**config.mk**
```make
export PLATFORM = sky130hd
export DESIGN_NAME = rsl_reset_source
export DESIGN_NICKNAME = d
export VERILOG_FILES = /design/src/rsl_pkg.sv /design/src/rsl_glitch_filter.sv /design/src/rsl_reset_source.sv
export SDC_FILE = /design/constraint.sdc
export NUM_CORES = 1
export LEC_CHECK = 0
export BUFFER_PORTS_ARGS = -buffer_cell sky130_fd_sc_hd__buf_2
export CAP_MARGIN = 20
export CORE_MARGIN = 1.5
export CORE_UTILIZATION = 30
export CTS_CLUSTER_DIAMETER = 120
export DETAILED_ROUTE_END_ITERATION = 7
export SYNTH_ARGS = -nofsm -noshare
export SYNTH_HDL_FRONTEND = slang
export SYNTH_HIERARCHICAL = 1
export SYNTH_SLANG_ARGS = --single-unit
```
**constraint.sdc**
```tcl
create_clock -name core_clk -period 2.05 [get_ports core_clk]
set_input_delay 0.1025 -clock core_clk [delete_from_list [all_inputs] [get_ports core_clk]]
set_output_delay 0.1025 -clock core_clk [all_outputs]
set_load 0.005 [all_outputs]
```
**src/rsl_pkg.sv**
```systemverilog
// Shared constants and types of the reset source logic
package rsl_pkg;

    // Timing
    localparam int CLK_PERIOD_NS      = 5;
    localparam int EXT_MIN_PULSE_NS   = 200;
    localparam int EXT_MIN_PULSE_CYC  = (EXT_MIN_PULSE_NS + CLK_PERIOD_NS - 1) / CLK_PERIOD_NS;
    localparam int SW_RESET_CYC       = 1;
    localparam int HOLD_RESET_CYC     = 4;

    // Register byte offsets
    localparam logic [3:0] OFS_CAUSE  = 4'h0;
    localparam logic [3:0] OFS_STATUS = 4'h4;
    localparam logic [3:0] OFS_MASK   = 4'h8;
    localparam logic [3:0] OFS_CTRL   = 4'hC;

    // Reset cause register fields
    localparam int CAUSE_TRAP_BIT = 15;
    localparam int CAUSE_EXT_BIT  = 7;
    localparam int CAUSE_SOFT_BIT = 6;
    localparam int CAUSE_WDT_BIT  = 4;
    localparam logic [15:0] CAUSE_IMPL  = 16'h80D0;
    localparam logic [15:0] CAUSE_RESET = 16'h0000;

    // Interrupt status and mask fields
    localparam int IRQ_W       = 5;
    localparam int IRQ_EXT_BIT  = 0;
    localparam int IRQ_SOFT_BIT = 1;
    localparam int IRQ_WDT_BIT  = 2;
    localparam int IRQ_TRAP_BIT = 3;
    localparam int IRQ_WAKE_BIT = 4;
    localparam logic [4:0] IRQ_RESET = 5'h00;

    // Control register fields
    localparam int CTRL_CLKSEL_LSB = 0;
    localparam int CLKSEL_W        = 2;
    localparam logic [1:0] CLKSEL_RESET = 2'h0;

    // Hard trap priority levels
    localparam logic [3:0] HARD_TRAP_MIN = 4'hD;
    localparam logic [3:0] HARD_TRAP_MAX = 4'hF;

    // Reset sequencer states
    typedef enum logic [1:0] {
        RSL_RUN   = 2'b00,
        RSL_EXT   = 2'b01,
        RSL_HOLD  = 2'b10,
        RSL_FETCH = 2'b11
    } rsl_state_e;

endpackage : rsl_pkg

```
**src/rsl_glitch_filter.sv**
```systemverilog
// Glitch filter for the active-low external reset pin
module rsl_glitch_filter #(
    parameter int MIN_CYC = rsl_pkg::EXT_MIN_PULSE_CYC
) (
    input  wire logic core_clk,
    input  wire logic rstn,
    input  wire logic pin_n,
    output logic      filt_low
);

    localparam int CW = $clog2(MIN_CYC + 1);
    localparam logic [CW-1:0] CNT_MAX = CW'(MIN_CYC);

    logic [CW-1:0] cnt_q;
    logic [CW-1:0] cnt_d;
    logic          low_q;
    logic          low_d;

    // Count consecutive low samples; a high sample restarts the count
    always_comb begin
        cnt_d = cnt_q;
        low_d = low_q;
        if (pin_n) begin
            cnt_d = '0;
            low_d = 1'b0;
        end else if (cnt_q < CNT_MAX) begin
            cnt_d = cnt_q + CW'(1);
            low_d = (cnt_q == CNT_MAX - CW'(1));
        end
    end

    // Counter and filtered level
    always_ff @(posedge core_clk or negedge rstn) begin
        if (!rstn) begin
            cnt_q <= '0;
            low_q <= 1'b0;
        end else begin
            cnt_q <= cnt_d;
            low_q <= low_d;
        end
    end

    assign filt_low = low_q;
endmodule : rsl_glitch_filter

```
**src/rsl_reset_source.sv**
```systemverilog
// Reset source logic: pin, software, watchdog and trap-conflict resets with cause register
// Function
// - Low external pin resets the device
// - Short pin glitches are filtered out
// - Pin reset sets external-pin cause flag
// - Reset instruction asserts reset, keeps clock source
// - Software reset releases next cycle, fetches vector
// - Software reset sets cause bit 6
// - Running watchdog timeout resets, clock source kept
// - Watchdog timeout in sleep/idle only wakes
// - Watchdog reset sets cause bit 4
// - Lower hard trap during higher trap resets
// - Hard traps are priority levels 13 to 15
// - Trap conflict reset sets cause bit 15
//
// Chosen here: the Avalon-MM interface to the registers and the placing of the registers.
module rsl_reset_source #(
    parameter int SW_CYC   = rsl_pkg::SW_RESET_CYC,
    parameter int HOLD_CYC = rsl_pkg::HOLD_RESET_CYC
) (
    input  wire logic        core_clk,
    input  wire logic        rstn,
    input  wire logic        ext_reset_pin_n,
    input  wire logic        reset_instr,
    input  wire logic        watchdog_timeout,
    input  wire logic        cpu_sleep,
    input  wire logic        cpu_idle,
    input  wire logic        hard_trap_req,
    input  wire logic [3:0]  hard_trap_level,
    input  wire logic [3:0]  active_trap_level,
    input  wire logic [3:0]  avs_address,
    input  wire logic        avs_read,
    input  wire logic        avs_write,
    input  wire logic [31:0] avs_writedata,
    input  wire logic [3:0]  avs_byteenable,
    output logic [31:0]      avs_readdata,
    output logic             avs_waitrequest,
    output logic             system_reset,
    output logic             vector_fetch,
    output logic             wake_req,
    output logic [1:0]       clk_src_sel,
    output logic             irq
);

    ////////////////////////////////////////////////////////////////////////////////
    // Declarations

    localparam logic [3:0] SW_CNT   = 4'(SW_CYC);
    localparam logic [3:0] HOLD_CNT = 4'(HOLD_CYC);

    rsl_pkg::rsl_state_e state_q;
    rsl_pkg::rsl_state_e state_d;
    logic [3:0]          cnt_q;
    logic [3:0]          cnt_d;
    logic                system_reset_q;
    logic                system_reset_d;
    logic                fetch_q;
    logic                fetch_d;
    logic                wake_q;
    logic                wake_d;
    logic [15:0]         cause_q;
    logic [15:0]         cause_d;
    logic [4:0]          stat_q;
    logic [4:0]          stat_d;
    logic [4:0]          mask_q;
    logic [4:0]          mask_d;
    logic [1:0]          clksel_q;
    logic [1:0]          clksel_d;
    logic [31:0]         rdata_q;
    logic [31:0]         rdata_d;
    logic                wait_q;
    logic                wait_d;
    logic                irq_q;
    logic                irq_d;
    logic                ext_low;
    logic                running;
    logic                wdt_asleep;
    logic                ev_ext;
    logic                ev_soft;
    logic                ev_wdt;
    logic                ev_trap;
    logic                ev_wake;
    logic                trap_conflict;
    logic                wr_go;
    logic [31:0]         wmask;

    ////////////////////////////////////////////////////////////////////////////////
    // Pin filter

    rsl_glitch_filter #(
        .MIN_CYC (rsl_pkg::EXT_MIN_PULSE_CYC)
    ) u_filter (
        .core_clk (core_clk),
        .rstn     (rstn),
        .pin_n    (ext_reset_pin_n),
        .filt_low (ext_low)
    );

    ////////////////////////////////////////////////////////////////////////////////
    // Reset events

    // Only hard traps can conflict, and only under a higher-priority trap
    assign trap_conflict = hard_trap_req
                        && hard_trap_level >= rsl_pkg::HARD_TRAP_MIN
                        && hard_trap_level <= rsl_pkg::HARD_TRAP_MAX
                        && hard_trap_level < active_trap_level;
    // Events other than the pin reset are refused until the reset left over from rstn has dropped
    assign running    = (state_q == rsl_pkg::RSL_RUN) && !system_reset_q;
    assign wdt_asleep = cpu_sleep || cpu_idle;
    assign ev_ext     = ext_low && (state_q != rsl_pkg::RSL_EXT);
    assign ev_wdt     = running && !ext_low && watchdog_timeout && !wdt_asleep;
    assign ev_wake    = running && !ext_low && watchdog_timeout && wdt_asleep;
    assign ev_trap    = running && !ext_low && !ev_wdt && trap_conflict;
    assign ev_soft    = running && !ext_low && !ev_wdt && !ev_trap && reset_instr;

    ////////////////////////////////////////////////////////////////////////////////
    // Reset sequencer

    // Pin reset wins, then watchdog, trap conflict and reset instruction
    always_comb begin
        state_d  = state_q;
        cnt_d    = cnt_q;
        system_reset_d = system_reset_q;
        fetch_d  = 1'b0;
        wake_d   = ev_wake;
        if (ext_low) begin
            state_d  = rsl_pkg::RSL_EXT;
            system_reset_d = 1'b1;
        end else begin
            case (state_q)
                rsl_pkg::RSL_RUN: begin
                    system_reset_d = 1'b0;  // Release the power-on reset at the first edge
                    if (ev_wdt || ev_trap) begin
                        state_d  = rsl_pkg::RSL_HOLD;
                        cnt_d    = HOLD_CNT;
                        system_reset_d = 1'b1;
                    end else if (ev_soft) begin
                        state_d  = rsl_pkg::RSL_HOLD;
                        cnt_d    = SW_CNT;
                        system_reset_d = 1'b1;
                    end
                end
                rsl_pkg::RSL_EXT: begin
                    state_d  = rsl_pkg::RSL_FETCH;
                    system_reset_d = 1'b0;
                    fetch_d  = 1'b1;
                end
                rsl_pkg::RSL_HOLD: begin
                    cnt_d = cnt_q - 4'h1;
                    if (cnt_q <= 4'h1) begin
                        state_d  = rsl_pkg::RSL_FETCH;
                        system_reset_d = 1'b0;
                        fetch_d  = 1'b1;
                    end
                end
                default: begin
                    state_d = rsl_pkg::RSL_RUN;
                end
            endcase
        end
    end

    // Sequencer registers
    always_ff @(posedge core_clk or negedge rstn) begin
        if (!rstn) begin
            state_q  <= rsl_pkg::RSL_RUN;
            cnt_q    <= 4'h0;
            system_reset_q <= 1'b1;
            fetch_q  <= 1'b0;
            wake_q   <= 1'b0;
        end else begin
            state_q  <= state_d;
            cnt_q    <= cnt_d;
            system_reset_q <= system_reset_d;
            fetch_q  <= fetch_d;
            wake_q   <= wake_d;
        end
    end

    ////////////////////////////////////////////////////////////////////////////////
    // Register file and bus slave

    assign wr_go = avs_write && !wait_q;
    assign wmask = {{8{avs_byteenable[3]}}, {8{avs_byteenable[2]}},
                    {8{avs_byteenable[1]}}, {8{avs_byteenable[0]}}};

    // Writes commit at the accepting edge; hardware sets win over clears
    always_comb begin
        cause_d  = cause_q;
        stat_d   = stat_q;
        mask_d   = mask_q;
        clksel_d = clksel_q;
        rdata_d  = 32'h0000_0000;
        wait_d   = !((avs_read || avs_write) && wait_q);
        if (wr_go) begin
            if (avs_address == rsl_pkg::OFS_CAUSE) begin
                cause_d = (cause_q & ~wmask[15:0]) | (avs_writedata[15:0] & wmask[15:0]
                          & rsl_pkg::CAUSE_IMPL);
            end else if (avs_address == rsl_pkg::OFS_STATUS) begin
                stat_d = stat_q & ~(avs_writedata[4:0] & wmask[4:0]);
            end else if (avs_address == rsl_pkg::OFS_MASK) begin
                mask_d = (mask_q & ~wmask[4:0]) | (avs_writedata[4:0] & wmask[4:0]);
            end else if (avs_address == rsl_pkg::OFS_CTRL) begin
                clksel_d = (clksel_q & ~wmask[1:0])
                         | (avs_writedata[rsl_pkg::CTRL_CLKSEL_LSB +: rsl_pkg::CLKSEL_W] & wmask[1:0]);
            end
        end
        if (avs_read && wait_q) begin
            if (avs_address == rsl_pkg::OFS_CAUSE) begin
                rdata_d = {16'h0000, cause_q};
            end else if (avs_address == rsl_pkg::OFS_STATUS) begin
                rdata_d = {27'h0, stat_q};
            end else if (avs_address == rsl_pkg::OFS_MASK) begin
                rdata_d = {27'h0, mask_q};
            end else if (avs_address == rsl_pkg::OFS_CTRL) begin
                rdata_d = {30'h0, clksel_q};
            end
        end
        // A pin reset reloads the clock source; other resets keep it
        if (ev_ext) begin
            clksel_d = rsl_pkg::CLKSEL_RESET;
        end
        if (ev_ext) begin
            cause_d[rsl_pkg::CAUSE_EXT_BIT] = 1'b1;
        end
        if (ev_soft) begin
            cause_d[rsl_pkg::CAUSE_SOFT_BIT] = 1'b1;
        end
        if (ev_wdt) begin
            cause_d[rsl_pkg::CAUSE_WDT_BIT] = 1'b1;
        end
        if (ev_trap) begin
            cause_d[rsl_pkg::CAUSE_TRAP_BIT] = 1'b1;
        end
        stat_d = stat_d | {ev_wake, ev_trap, ev_wdt, ev_soft, ev_ext};
        irq_d  = |(stat_d & mask_d);
    end

    // Register file and bus registers; rstn clears them except wait_q, which it sets, and a pin reset also reloads clksel_q
    always_ff @(posedge core_clk or negedge rstn) begin
        if (!rstn) begin
            cause_q  <= rsl_pkg::CAUSE_RESET;
            stat_q   <= rsl_pkg::IRQ_RESET;
            mask_q   <= rsl_pkg::IRQ_RESET;
            clksel_q <= rsl_pkg::CLKSEL_RESET;
            rdata_q  <= 32'h0000_0000;
            wait_q   <= 1'b1;
            irq_q    <= 1'b0;
        end else begin
            cause_q  <= cause_d;
            stat_q   <= stat_d;
            mask_q   <= mask_d;
            clksel_q <= clksel_d;
            rdata_q  <= rdata_d;
            wait_q   <= wait_d;
            irq_q    <= irq_d;
        end
    end

    // Outputs straight from flip-flops
    assign avs_readdata    = rdata_q;
    assign avs_waitrequest = wait_q;
    assign system_reset    = system_reset_q;
    assign vector_fetch    = fetch_q;
    assign wake_req        = wake_q;
    assign clk_src_sel     = clksel_q;
    assign irq             = irq_q;
endmodule : rsl_reset_source

```
==> out/results.tsv <==
metric	value	unit
ys.flop_type	dfrtp_1	
cp.buffers_inverters	2	
crit_family	flip-flops	
rr_endpoint	cnt_q[0]	
totalWireLength	5950	um
antenna_cells	0	
clock-sinks	62	
synthArstFlopShare	1.00	
routed.top_layer	met4	
wl_met3	301	um
crit_required	2.27	ns
grt_pass1_wl	10000	um
ys_ff_latch	62	
row_count	36	
synth.top_cells.by_count	dfrtp_1, nor2b_1, buf_4, nor2_1	
synth_edf_count	0	
netlist.area_leader.share	0.500	
core_area	9730	sq um
yosysWarnings	6	
dp_hpwl	4460	um
power.density	926	nW/um^2
arrival	2.14	ns
wl_met1	2720	um
design.final.nets	403	
cp_max_fo	7	
drt-pass1-iter-count	4	
finalClockSkew	0.00903	ns
max-slew-margin-rel	0.569	
cp_slowest_stage_delay	0.42	ns
post-route-min-period	1.92	ns
ys_seq_area_frac	0.517	
reg2reg_depth	6	
routedWlPerCell	12.6	um
viasPerCell	4.40	
setup.worst_path.start	state_q[0]	
numCtsBuffers	9	
clock_latency	0.34	ns
drt_iter0_drc	50	
syn2layout_area_growth	20.2	%
rr_startpoint	state_q[0]	
path_clk_slew	0.07	ns
drc_errors	0	
cts-root-buf	clkbuf_8	
crit_end	cnt_q[0]	
num_io_pins	97	
ir_worst_vdd	0.314	mV
initial_utilization	0.309	
cts_tree	built	
hold_path_depth	3	
gp_congestion	0.824	
synthTopCellsByArea	dfrtp_1, buf_4, ha_1, nor2b_1, and2_1	
final-hold-violation-count	0	
grt_max_degree	29	
die-height	103	um
grt_pass1_vias	2044	
synth_cells	268	
outcome	finished clean	
ff2ff_setup_slack	0.13	ns
htreeDepth	3	
dr_wl_met2	2870	um
track_usage	0.125	
dieArea	10600	sq um
avgSynthCellArea	11.2	sq um
io_buffer_count	54	
final_area	3610	sq um
rsz0062_at_grt	false	
yosysMostFrequentCell	dfrtp_1	
leakage	1.83	nW
hp-class	in -> reg	
worstMarginPinSlew	0.646	ns
finalMaxSlewViolations	0	
die_w	103	um
syn-cell-area	3010	sq um
final_layout_size_suffix_gt1_frac	0.282	
clockBufferDepth	2	
critPathSlowestCell	dfrtp_1	
grt_remaining_overflow	0	
worstSetupPathType	reg -> reg	
setup_tns	0	ns
vias	2081	
finalCritPeriodShare	0.938	
worstSetupStartpointType	flop	
endpoint_kind	flop	
fmax	520	MHz
critical_path.cell_chain	inv_1 > ha_1 > inv_1 > or3_1 > o21ai_4 > mux2_2	
cpMostUsedCell	inv_1	
setup_viol	0	
detail-route-antenna-nets	0	
yosysUniqueCellTypes	56	
antenna_found_initial	0	
synth_largest_area_cell	dfrtp_1	
worstSetupPathDepth	6	
maxCapViolCount	0	
postPlaceCellArea	3380	sq um
[metrics by stage]
| step | power [mW] | cells | hold WS [ns] | util | setup WS (ns) |
|---|---|---|---|---|---|
| floorplan | 2.15 | 283 | -0.193 | - | 0.269 |
| global placement | 2.36 | 452 | 0.163 | 0.347 | 0.150 |
| detailed placement | 2.39 | 452 | 0.163 | 0.347 | 0.111 |
| CTS | 3.36 | 473 | 0.0105 | 0.370 | 0.0999 |
| global route | 3.59 | 473 | 0.0212 | 0.371 | 0.0241 |
| finish | 3.35 | 473 | 0.0142 | 0.371 | 0.128 |
[report_power, final]
group	internal [mW]	switching, mW	leakage, nW
sequential	1.41	0.138	0.817
clock	0.439	0.511	0.0816
combinational	0.401	0.451	0.935
total	2.25	1.10	1.83
[cell usage in the layout (no fill, tap or decap), types with 3 or more instances in the layout]
cell / netlist / final
nand3_1: 9 / 9
o211a_1: 3 / 3
ha_1: 10 / 10
nor3_1: 3 / 3
clkbuf_8: 0 / 9
nor2b_1: 20 / 20
a21oi_1: 9 / 9
o22ai_1: 3 / 3
mux2_2: 4 / 4
clkinvlp_4: 0 / 3
o211ai_1: 3 / 3
inv_1: 14 / 14
o21ai_0: 10 / 10
nand2_1: 14 / 14
nor2_1: 17 / 17
mux2i_1: 6 / 6
and2_1: 11 / 11
buf_2: 2 / 54
dlygate4sd3_1: 0 / 5
buf_4: 17 / 5
conb_1: 1 / 16
dfrtp_1: 60 / 60
[timing repair]
action	4_1_cts	5_1_grt
hold endpoints to repair	28	0
hold buffers	5	0
buffers inserted	0	0
gates resized for setup	0	2
setup endpoints to repair	0	1
[kinds of logic after synthesis]
| kind of cell | after synthesis | share of synthesized area |
|---|---|---|
| DFF | 62 | 0.517 |
| and+or+nand+nor | 93 | 0.189 |
| buffers and inverters | 37 | 0.0708 |
| other | 1 | 0.00125 |
| adders and majority gates | 10 | 0.0416 |
| AOI/OAI and AO/OA | 49 | 0.115 |
| muxes | 14 | 0.0599 |
| xor gates and xnor gates | 2 | 0.00583 |
[worst min path at each step]
stage / from / end / slack [ns]
final: avs_writedata[6] / cause_q[6] / 0.01
after CTS: avs_writedata[6] / cause_q[6] / 0.01
after global routing: avs_writedata[6] / cause_q[6] / 0.02
after floorplan: rstn / avs_readdata[0] / -0.19
after detailed placement: rstn / u_filter/cnt_q[1] / 0.16
after global placement: rstn / u_filter/cnt_q[1] / 0.16
[sequential cells by signal, indices dropped and copies added, names as in the netlist, 2 cells and up]
register,count
avs_readdata,16
u_filter/cnt_q,6
stat_q,5
state_q,2
mask_q,5
clk_src_sel,2
cause_q,16
cnt_q,4
[area by class of cell]
type,count,area [sq um]
clock buffer,9,124
timing repair buffer,64,358
inverter,14,52.6
tap,133,166
fill,1025,6120
sequential,62,1550
clock inverter,7,50.0
multi-input combinational,184,1310
[worst register-to-register path, stage by stage, from the launching register on]
cell and delay [ns]:
dfrtp_1 0.42, inv_1 0.11, ha_1 0.22, inv_1 0.08, or3_1 0.40, o21ai_4 0.22
mux2_2 0.36
[metal layers]
layer | GRT usage | vias up
li1 | - | 1037
met1 | 0.160 | 982
met2 | 0.198 | 56
met3 | 0.0420 | 6
met4 | 0.0405 | 0
met5 | 0 | -
Note: power is estimated with default switching activity, not from simulation.
